<file path="src/hdl/idu_defines.vh">
// Purpose: Constants for the upper identification word bank
// Assumes: Included by bare name from the design files
// Notes: Word indices are 16-bit word numbers of the 256-word block
`ifndef IDU_DEFINES_VH
`define IDU_DEFINES_VH

// ------------------------------------------------------------
// Word indices
// ------------------------------------------------------------
`define IDU_W_GENCFG 8'h00
`define IDU_W_RESET 8'h5D
`define IDU_W_AAM 8'h5E
`define IDU_W_LBA0 8'h64
`define IDU_W_LBA1 8'h65
`define IDU_W_LBA2 8'h66
`define IDU_W_LBA3 8'h67
`define IDU_W_RMSN 8'h7F
`define IDU_W_SEC 8'h80
`define IDU_W_CFA 8'hA0
`define IDU_W_MSN_FIRST 8'hB0
`define IDU_W_MSN_LAST 8'hCD
`define IDU_W_INTEG 8'hFF
`define IDU_W_UPPER_FIRST 8'h5D

// ------------------------------------------------------------
// Fixed values
// ------------------------------------------------------------
`define IDU_GENCFG_VAL 16'h0040
`define IDU_RMSN_VAL 16'h0000
`define IDU_SIGNATURE 8'hA5
`define IDU_ZERO16 16'h0000
`define IDU_ZERO8 8'h00
`define IDU_ZERO13 13'h0000
`define IDU_ZERO5 5'h00
`define IDU_ZERO2 2'h0
`define IDU_ZERO7 7'h00
`define IDU_ONE1 1'h1
`define IDU_ZERO1 1'h0

// ------------------------------------------------------------
// Device number method codes
// ------------------------------------------------------------
`define IDU_METH_RSVD 2'h0
`define IDU_METH_JUMPER 2'h1
`define IDU_METH_CSEL 2'h2
`define IDU_METH_OTHER 2'h3

`endif

</file>
<file path="src/hdl/idu_pin_sync.v">
// Purpose: Three-stage synchroniser with agreement filter for one pin
// Assumes: Pin is asynchronous to mclk
// Notes: Output follows only when stages two and three agree
`timescale 1ns/1ps
`include "idu_defines.vh"

module idu_pin_sync (
	input wire mclk,
	input wire rstn,
	input wire ce,
	input wire pinIn,
	output reg levelOut
);

reg stage1_reg;
reg stage2_reg;
reg stage3_reg;

// ------------------------------------------------------------
// Capture chain
// ------------------------------------------------------------
// Stage one feeds stage two only, never the filter
always @(posedge mclk or negedge rstn) begin
	if (!rstn) begin
		stage1_reg <= `IDU_ZERO1;
		stage2_reg <= `IDU_ZERO1;
		stage3_reg <= `IDU_ZERO1;
		levelOut <= `IDU_ZERO1;
	end else if (ce) begin
		stage1_reg <= pinIn;
		stage2_reg <= stage1_reg;
		stage3_reg <= stage2_reg;
		if (stage2_reg == stage3_reg) begin
			levelOut <= stage3_reg;
		end
	end
end

endmodule // idu_pin_sync

</file>
<file path="src/hdl/idu_word_bank.v">
// Purpose: Upper identification words 93..255 plus word 0, read one word at a time
// Assumes: Configuration inputs come from logic on mclk; cable, PDIAG and DASP are pins
// Notes: Read data appear one cycle after the request; checksum is recomputed every cycle
`timescale 1ns/1ps
`include "idu_defines.vh"

// How it works
// - Bit 13 reports sensed cable-identification level
// - Device 0 clears bits 12-8
// - Device 1 bit 11 shows own PDIAG drive
// - Device 1 bits 10-9 give numbering method
// - Device 1 clears bits 7-0
// - Device 0 bit 6 shows response policy
// - Device 0 bit 5 shows DASP seen
// - Device 0 bit 4 shows PDIAG seen
// - Device 0 bit 3 shows diagnostic pass
// - Device 0 bits 2-1 give numbering method
// - Acoustic word: recommended high, current low
// - Four words hold 48-bit maximum LBA
// - Removable notification word reads zero
// - Security word: level bit 8, flags 5-0
// - CFA word: valid, required, disabled, current
// - Media serial number words read zero
// - Last word: checksum high, A5 low
// - General configuration word reads 0040h
// - Bits 12-0 change only during hardware reset
module idu_word_bank (
	input wire mclk,
	input wire rstn,
	input wire ce,
	input wire hwResetActive,
	input wire isDevice1,
	input wire [1:0] numberMethod,
	input wire drovePdiag,
	input wire respondsForDev1,
	input wire diagPassed,
	input wire cableIdPin,
	input wire pdiagPinN,
	input wire daspPinN,
	input wire [7:0] aamRecommended,
	input wire [7:0] aamCurrent,
	input wire [47:0] maxLba48,
	input wire securityLevelMax,
	input wire [5:0] securityFlags,
	input wire cfaWordValid,
	input wire cfaRequired,
	input wire cfaDisabled,
	input wire [11:0] cfaMaxCurrent,
	input wire [7:0] otherByteSum,
	input wire rdReq,
	input wire [7:0] rdWord,
	output reg [15:0] rdData,
	output reg rdValid,
	output reg [15:0] resetResultWord
);

// ------------------------------------------------------------
// Pin synchronisers
// ------------------------------------------------------------
wire cableIdLevel;
wire pdiagLevelN;
wire daspLevelN;

idu_pin_sync uSyncCable (
	.mclk(mclk),
	.rstn(rstn),
	.ce(ce),
	.pinIn(cableIdPin),
	.levelOut(cableIdLevel)
);

idu_pin_sync uSyncPdiag (
	.mclk(mclk),
	.rstn(rstn),
	.ce(ce),
	.pinIn(pdiagPinN),
	.levelOut(pdiagLevelN)
);

idu_pin_sync uSyncDasp (
	.mclk(mclk),
	.rstn(rstn),
	.ce(ce),
	.pinIn(daspPinN),
	.levelOut(daspLevelN)
);

// ------------------------------------------------------------
// Reset result capture
// ------------------------------------------------------------
reg [12:0] resultLow_reg;
reg [12:0] resultLow_next;
reg cableBit_reg;
reg [7:0] checksum_reg;
reg [7:0] checksum_next;
reg [7:0] ownSum;
reg [15:0] wordSel;

always @* begin
	resultLow_next = `IDU_ZERO13;
	if (isDevice1) begin
		resultLow_next[12] = `IDU_ZERO1;
		resultLow_next[11] = drovePdiag;
		resultLow_next[10:9] = numberMethod;
		resultLow_next[8] = `IDU_ONE1;
		resultLow_next[7:0] = `IDU_ZERO8;
	end else begin
		resultLow_next[12:8] = `IDU_ZERO5;
		resultLow_next[7] = `IDU_ZERO1;
		resultLow_next[6] = respondsForDev1;
		resultLow_next[5] = ~daspLevelN;
		resultLow_next[4] = ~pdiagLevelN;
		resultLow_next[3] = diagPassed;
		resultLow_next[2:1] = numberMethod;
		resultLow_next[0] = `IDU_ONE1;
	end
end

// Low bits freeze outside reset so software sees a stable snapshot
always @(posedge mclk or negedge rstn) begin
	if (!rstn) begin
		resultLow_reg <= `IDU_ZERO13;
		cableBit_reg <= `IDU_ZERO1;
	end else if (ce) begin
		cableBit_reg <= cableIdLevel;
		if (hwResetActive) begin
			resultLow_reg <= resultLow_next;
		end
	end
end

wire [15:0] genCfgWord = `IDU_GENCFG_VAL;
wire [15:0] resetWordNow = {`IDU_ZERO1, `IDU_ONE1, cableBit_reg, resultLow_reg};
wire [15:0] aamWord = {aamRecommended, aamCurrent};
wire [15:0] secWord = {`IDU_ZERO7, securityLevelMax, `IDU_ZERO2, securityFlags};
wire [15:0] cfaWord = {cfaWordValid, `IDU_ZERO1, cfaRequired, cfaDisabled, cfaMaxCurrent};

// ------------------------------------------------------------
// Checksum
// ------------------------------------------------------------
// Lower feature words are summed elsewhere and arrive as one byte
always @* begin
	ownSum = otherByteSum;
	ownSum = ownSum + genCfgWord[15:8] + genCfgWord[7:0];
	ownSum = ownSum + resetWordNow[15:8] + resetWordNow[7:0];
	ownSum = ownSum + aamWord[15:8] + aamWord[7:0];
	ownSum = ownSum + maxLba48[47:40] + maxLba48[39:32] + maxLba48[31:24];
	ownSum = ownSum + maxLba48[23:16] + maxLba48[15:8] + maxLba48[7:0];
	ownSum = ownSum + secWord[15:8] + secWord[7:0];
	ownSum = ownSum + cfaWord[15:8] + cfaWord[7:0];
	ownSum = ownSum + `IDU_SIGNATURE;
	checksum_next = `IDU_ZERO8 - ownSum;
end

always @(posedge mclk or negedge rstn) begin
	if (!rstn) begin
		checksum_reg <= `IDU_ZERO8;
	end else if (ce) begin
		checksum_reg <= checksum_next;
	end
end

// ------------------------------------------------------------
// Word select
// ------------------------------------------------------------
// Checksum lags inputs by one cycle; hold inputs steady before reading
always @* begin
	case (rdWord)
		`IDU_W_GENCFG: wordSel = `IDU_GENCFG_VAL;
		`IDU_W_RESET: wordSel = resetWordNow;
		`IDU_W_AAM: wordSel = aamWord;
		`IDU_W_LBA0: wordSel = maxLba48[15:0];
		`IDU_W_LBA1: wordSel = maxLba48[31:16];
		`IDU_W_LBA2: wordSel = maxLba48[47:32];
		`IDU_W_LBA3: wordSel = `IDU_ZERO16;
		`IDU_W_RMSN: wordSel = `IDU_RMSN_VAL;
		`IDU_W_SEC: wordSel = secWord;
		`IDU_W_CFA: wordSel = cfaWord;
		`IDU_W_INTEG: wordSel = {checksum_reg, `IDU_SIGNATURE};
		default: wordSel = `IDU_ZERO16;
	endcase
end

// ------------------------------------------------------------
// Output registers
// ------------------------------------------------------------
always @(posedge mclk or negedge rstn) begin
	if (!rstn) begin
		rdData <= `IDU_ZERO16;
		rdValid <= `IDU_ZERO1;
		resetResultWord <= `IDU_ZERO16;
	end else if (ce) begin
		rdValid <= rdReq;
		resetResultWord <= resetWordNow;
		if (rdReq) begin
			rdData <= wordSel;
		end
	end
end

endmodule // idu_word_bank

</file>
<file path="config.mk">
export PLATFORM = sky130hd
export DESIGN_NAME = idu_word_bank
export DESIGN_NICKNAME = d
export VERILOG_FILES = /design/src/hdl/idu_pin_sync.v /design/src/hdl/idu_word_bank.v
export VERILOG_INCLUDE_DIRS = /design/src /design/src/hdl
export SDC_FILE = /design/constraint.sdc
export NUM_CORES = 1
export LEC_CHECK = 0
export ABC_AREA = 1
export ABC_CLOCK_PERIOD_IN_PS = 4500
export BUFFER_PORTS_ARGS = -buffer_cell sky130_fd_sc_hd__clkbuf_2
export CORE_MARGIN = 3
export CORE_UTILIZATION = 35
export CTS_BUF_LIST = sky130_fd_sc_hd__clkbuf_4 sky130_fd_sc_hd__clkbuf_8
export CTS_CLUSTER_SIZE = 8
export DETAILED_ROUTE_END_ITERATION = 7
export RECOVER_POWER = 50
export SLEW_MARGIN = 25
export SYNTH_ARGS = -nofsm -noshare
export SYNTH_HDL_FRONTEND = slang
export SYNTH_HIERARCHICAL = 1
export SYNTH_SLANG_ARGS = --single-unit
</file>
<file path="constraint.sdc">
create_clock -name mclk -period 4.5 [get_ports mclk]
set_input_delay 0.9 -clock mclk [delete_from_list [all_inputs] [get_ports mclk]]
set_output_delay 0.9 -clock mclk [all_outputs]
set_load 0.03 [all_outputs]
</file>
==> results.yml, run 1 <==
outcome:
  status: "finished, violations left"
  violations: "capacitance limit, slew limit, setup timing"
synth:
  synth_edf_count: 0
  yosysSeqAreaShare: 0.266
  synth_top_area_frac: 0.266
  ys_ff_latch: 62
  async_reset_ff_frac: 1.00
  avgSynthCellArea_um2: 7.97
  ys_top_cells_by_area: "dfrtp_1 27%, fa_1 25%, nand2_1 14%, inv_1 11%, ha_1 5.1%"
  yosysTopAreaCell: "dfrtp_1"
  yosysMostFrequentCell: "nand2_1"
  synthDistinctLibCells: 38
  synth_area_um2: 5840
  syn_inst: 733
  yosysWarnings: 6
  ys_top_cells_by_count: "224 x nand2_1, 170 x inv_1, 72 x fa_1"
  synthFlopType: "dfrtp_1"
place:
  pre_cts_ws_ns: -1.19
  io_buffers: 145
  dp_hpwl_um: 15300
  place_congestion: 0.884
  place_area_um2: 7270
  dpl.cell_count: 1145
die:
  dieArea_um2: 18300
  core_area_um2: 16100
  pin_count: 149
  start_util: 0.362
  fp.dieW_um: 135
  die_h_um: 135
  rows: 46
timing:
  max_clock_freq_ghz: 0.191
  rsz0062_at_grt: "true"
  final_max_slew_viol_count: 33
  setup_viol: 4
  worst_pin_slew_ns: 1.87
  tns_ns: -1.95
  fin_ws_ns: -0.731
  period_minus_slack_ns: 5.23
  relSlewSlack: -0.250
  period_share: 1.16
  skew_ns: 0.00892
  hold_viol: 0
global_route:
  grt_pass1_vias: 5784
  track_usage: 0.214
  grt_max_degree: 43
  grt_pass1_wl_um: 29800
  antenna_found_initial: 1
  grt_overflow: 0
power_and_ir_drop:
  leakagePower_nw: 4.43
  powerDensity_nw_per_um2: 788
  max-vdd-ir-drop_uv: 1070
clocking:
  clk-insertion-delay-late_ns: 0.36
  cts_buffers: 9
  htreeDepth: 3
  cts_tree: "done"
  clk_pin_slew_ns: 0.08
  clockRootBuffer: "clkbuf_8"
  clk_path_buf_depth: 2
  clkSinkCount: 62
  hold_buffers: 0
drt:
  drt-total-wl_um: 19100
  via_count: 5518
  via_per_inst: 4.64
  routedWlPerCell_um: 16.1
  drc: 0
  ant_nets: 0
  drt_pass1_iterations: 5
  drtIter0Drc: 323
worst_setup_path:
  r2r_slack_ns: -0.36
  cp_num_buf_inv: 10
  critPathLaunch: "cfaMaxCurrent[2]"
  worst_path_max_delay_cell: "fa_2"
  r2r_start: "resultLow_reg[10]"
  criticalPathCategory: "input pin to register"
  required_ns: 4.76
  max_stage_delay_ns: 0.56
  crit_path_start_kind: "input pin"
  crit_path_end_kind: "register"
  cpMostUsedCell: "inv_1"
  rr_worst_depth: 24
  path_depth: 27
  crit_fanout: 2
  worst_r2r_endpoint: "checksum_reg[7]"
  cp_top_family: "adder cells"
  crit_path_end: "checksum_reg[7]"
  worstPathArrival_ns: 5.49
layout:
  final_layout_size_suffix_gt1_frac: 0.318
  area_delta_synth_final_pct: 33.5
  stdcell_area_um2: 7790
  largest_reg_flops: 16
  final_cells: 1190
  num-nets-final: 1180
flow_run:
  maxCapViolations: 1
min_path:
  min_path_type: "register to register"
## routing by layer
layer  vias to the layer above  GRT usage  part of all wire
met4                         0     0.0560             0.022
met5                         -          0                 0
met3                        33     0.0423             0.079
met2                       207      0.359              0.48
li1                       2670          -                 -
met1                      2608      0.286              0.42
## kinds of logic (layout without fill, tap and decap cells)
family | Yosys count | in the layout | synth area share
flops | 62 | 62 | 0.266
compound gates | 82 | 82 | 0.0846
other cells | 1 | 4 | 0.000642
simple gates | 292 | 292 | 0.207
fa+ha+maj | 96 | 96 | 0.298
buf+inv | 192 | 430 | 0.132
xor+xnor | 8 | 8 | 0.0120
## placed cells by master (no fill, tap or decap), types with 3 or more instances in the layout
master / instances
o22ai_1: 16
inv_2: 14
nand2_1: 219
nand2_2: 10
a21oi_1: 9
inv_1: 156
fa_2: 6
a211oi_1: 8
dfrtp_1: 62
nor2_1: 25
nor3_2: 3
clkbuf_2: 140
nand3_2: 3
buf_6: 4
clkinv_2: 3
nand3_1: 17
clkinv_1: 3
o21ai_0: 30
xnor2_1: 5
o21ai_1: 6
buf_4: 91
conb_1: 3
fa_1: 66
clkbuf_8: 9
nand4_1: 4
ha_1: 21
o2111ai_1: 3
## worst min-delay path by stage
stage / from / endpoint / depth (start not counted)
global route: rdData[4] / rdData[4] / 2
detailed placement: resetResultWord[14] / resetResultWord[14] / 1
floorplan: checksum_reg[7] / checksum_reg[7] / 2
global placement: resetResultWord[14] / resetResultWord[14] / 1
finish: resetResultWord[14] / resetResultWord[14] / 1
CTS: resetResultWord[14] / resetResultWord[14] / 1
## cell type report
| class | count | area (µm²) |
|---|---|---|
| Tap cell | 216 | 270 |
| Timing Repair Buffer | 237 | 1450 |
| Sequential cell | 62 | 1550 |
| Clock inverter | 7 | 72.6 |
| Antenna cell | 1 | 2.50 |
| Fill cell | 1625 | 8320 |
| Clock buffer | 9 | 124 |
| Inverter | 177 | 678 |
| Multi-Input combinational cell | 481 | 3650 |
## worst register-to-register path: stages (launching register included)
cell and delay [ns]:
dfrtp_1 0.37, inv_1 0.10, fa_2 0.46, fa_1 0.41, fa_1 0.50, fa_1 0.51
fa_1 0.52, inv_1 0.05, fa_1 0.44, inv_1 0.08, ha_2 0.19, inv_2 0.04
fa_2 0.33, inv_2 0.07, nand3_2 0.06, nand2_2 0.06, or2_4 0.12, nand2_4 0.05
inv_2 0.05, nand2_2 0.04, nand2_2 0.08, inv_2 0.03, nand2_1 0.05, nand3_1 0.08
nand2_1 0.10
## power by group
part,total (mW),leakage (nW),switching (mW),internal (mW)
logic,4.93,3.54,2.52,2.41
clock network,0.500,0.0956,0.244,0.256
registers,0.709,0.796,0.0445,0.665
## metrics by stage
stage / hold slack (ns) / power [mW] / utilization
after floorplan: 0.442 / 3.53 / -
after global placement: 0.452 / 4.53 / 0.451
after detailed placement: 0.459 / 4.62 / 0.451
after CTS: 0.477 / 5.55 / 0.482
after global routing: 0.509 / 6.82 / 0.484
final: 0.466 / 6.14 / 0.484
## repair_timing
action,in CTS,in global routing
gates resized for setup,12,25
setup buffers,35,2
endpoints found under the setup margin,4,6
pin swaps,19,20
Note: power is estimated with default switching activity, not from simulation.
==> run 2, diff against run 1 <==
--- a/config.mk
+++ b/config.mk
@@ -14,6 +14,7 @@
 export CTS_BUF_LIST = sky130_fd_sc_hd__clkbuf_4 sky130_fd_sc_hd__clkbuf_8
 export CTS_CLUSTER_SIZE = 8
 export DETAILED_ROUTE_END_ITERATION = 7
+export PLACE_DENSITY = 0.67
 export RECOVER_POWER = 50
 export SLEW_MARGIN = 25
 export SYNTH_ARGS = -nofsm -noshare
==> results.yml, run 2 (synthesis gave the netlist of run 1 again) <==
worst_setup_path:
  required_ns: 4.73
  crit_fanout: 2
  criticalPathCategory: "input pin to register"
  worstPathArrival_ns: 5.46
  crit_path_end_kind: "register"
  crit_path_start_kind: "input pin"
layout:
  num-nets-final: 1161
  final_cell_mix: "221 x nand2_1, 155 x inv_1, 142 x clkbuf_2, 71 x buf_4, 66 x fa_1"
  largest_reg_flops: 16
  multi_input_area_um2: 3610
  fill_cells: 1685
  final_cells: 1171
  final_common_cell: "nand2_1"
  final_layout_size_suffix_gt1_frac: 0.298
  stdcell_area_um2: 7630
  area_delta_synth_final_pct: 30.6
  final_core_util: 0.473
  regArea_um2: 1550
power_and_ir_drop:
  max-vdd-ir-drop_uv: 1310
  p_total_mw: 6.04
  leakagePower_nw: 4.34
  powerDensity_nw_per_um2: 792
place:
  pre_cts_ws_ns: -1.17
  io_buffers: 145
  place_area_um2: 7320
  dp_hpwl_um: 15200
  dpl.cell_count: 1152
  place_congestion: 0.889
global_route:
  grt_pass1_wl_um: 28800
  grt_util_met1: 0.278
  antenna_found_initial: 2
  track_usage: 0.204
  globalRoute.busiestLayer: "met2"
  grt_use_met2: 0.341
  grt_max_degree: 43
  gr-usage-met3: 0.0464
  grt_pass1_vias: 5633
  grt_overflow: 0
clocking:
  cts_buffers: 9
  clk-insertion-delay-late_ns: 0.35
  clkSinkCount: 62
  htreeDepth: 3
  clk_pin_slew_ns: 0.07
  cts_tree: "done"
  clk_path_buf_depth: 2
  clockRootBuffer: "clkbuf_8"
  hold_buffers: 0
flow_run:
  maxCapViolations: 1
die:
  die_h_um: 135
  fp.dieW_um: 135
  rows: 46
  dieArea_um2: 18300
  start_util: 0.362
  core_area_um2: 16100
  pin_count: 149
outcome:
  violations: "capacitance limit, slew limit, setup timing"
  status: "finished, violations left"
timing:
  period_share: 1.16
  period_minus_slack_ns: 5.24
  setup_viol: 4
  hold_ws_ns: 0.476
  rsz0062_at_grt: "true"
  hold_viol: 0
  max_clock_freq_ghz: 0.191
  worst_pin_slew_ns: 2.18
  skew_ns: 0.00822
  tns_ns: -1.92
  fin_ws_ns: -0.735
  relSlewSlack: -0.454
  final_max_slew_viol_count: 41
drt:
  drc: 0
  via_per_inst: 4.63
  drt-total-wl_um: 17900
  via_count: 5426
  drt_pass1_iterations: 5
  drtIter0Drc: 341
  ant_nets: 0
  routedWlPerCell_um: 15.3
min_path:
  min_path_type: "register to register"
[run 2: cell types whose count changed in the layout (fill, tap and decap cells not counted), sizes merged]
cell	delta
clkbuf	+5
bufinv	+1
inv	-1
clkinv	-1
clkinvlp	-1
buf	-22
[run 2: routing by layer]
| metal | vias up | part of all wire | wire length [µm] |
|---|---|---|---|
| li1 | 2643 | - | - |
| met5 | - | 0.00073 | 13 |
| met2 | 209 | 0.48 | 8550 |
| met3 | 25 | 0.077 | 1370 |
| met1 | 2547 | 0.43 | 7650 |
| met4 | 2 | 0.016 | 295 |
[run 2: cell type report]
| cell class | instances | share of cell area |
|---|---|---|
| multi-input combinational | 481 | 0.473 |
| sequential | 62 | 0.203 |
| timing repair buffer | 218 | 0.168 |
| inverter | 177 | 0.0886 |
| tap | 216 | 0.0354 |
| clock buffer | 11 | 0.0198 |
| clock inverter | 5 | 0.0107 |
| antenna | 1 | 0.000328 |
[run 2: where the power goes]
part	switching, mW	internal, mW
Sequential	0.0436	0.665
Combinational	2.44	2.32
Clock	0.234	0.342
[run 2: worst paths after layout]
check                      cells after the start  slack, ns                to               from
hold / removal                                 2       0.48           rdValid            rdValid
max in group asynchronous                      2       1.01   checksum_reg[7]               rstn
min in group asynchronous                      1       0.83  resultLow_reg[0]               rstn
setup / recovery                              26      -0.74   checksum_reg[7]  cfaMaxCurrent[11]
setup reg to reg                              22      -0.26   checksum_reg[7]   resultLow_reg[2]
hold reg to reg                                2       0.48           rdValid            rdValid
[run 2: critical path, cell delays in order]
cell and delay, ns:
buf_6 0.07, inv_4 0.03, fa_1 0.54, inv_2 0.04, fa_1 0.51, inv_2 0.04
fa_1 0.48, fa_1 0.51, fa_1 0.49, inv_1 0.05, fa_1 0.44, inv_1 0.07
ha_2 0.18, inv_2 0.04, fa_2 0.32, inv_2 0.07, nand3_2 0.06, nand2_2 0.07
or2_4 0.11, nand2_2 0.05, inv_1 0.05, nand2_1 0.04, nand2_1 0.08, nand3_1 0.08
nand3_1 0.08, nand2_1 0.08
[run 2: repair_timing]
| item | in CTS | in global routing |
|---|---|---|
| gates cloned | 0 | 0 |
| pin swaps | 11 | 8 |
| resized for setup | 10 | 15 |
| endpoints found under the setup margin | 4 | 5 |
| setup buffers | 4 | 1 |
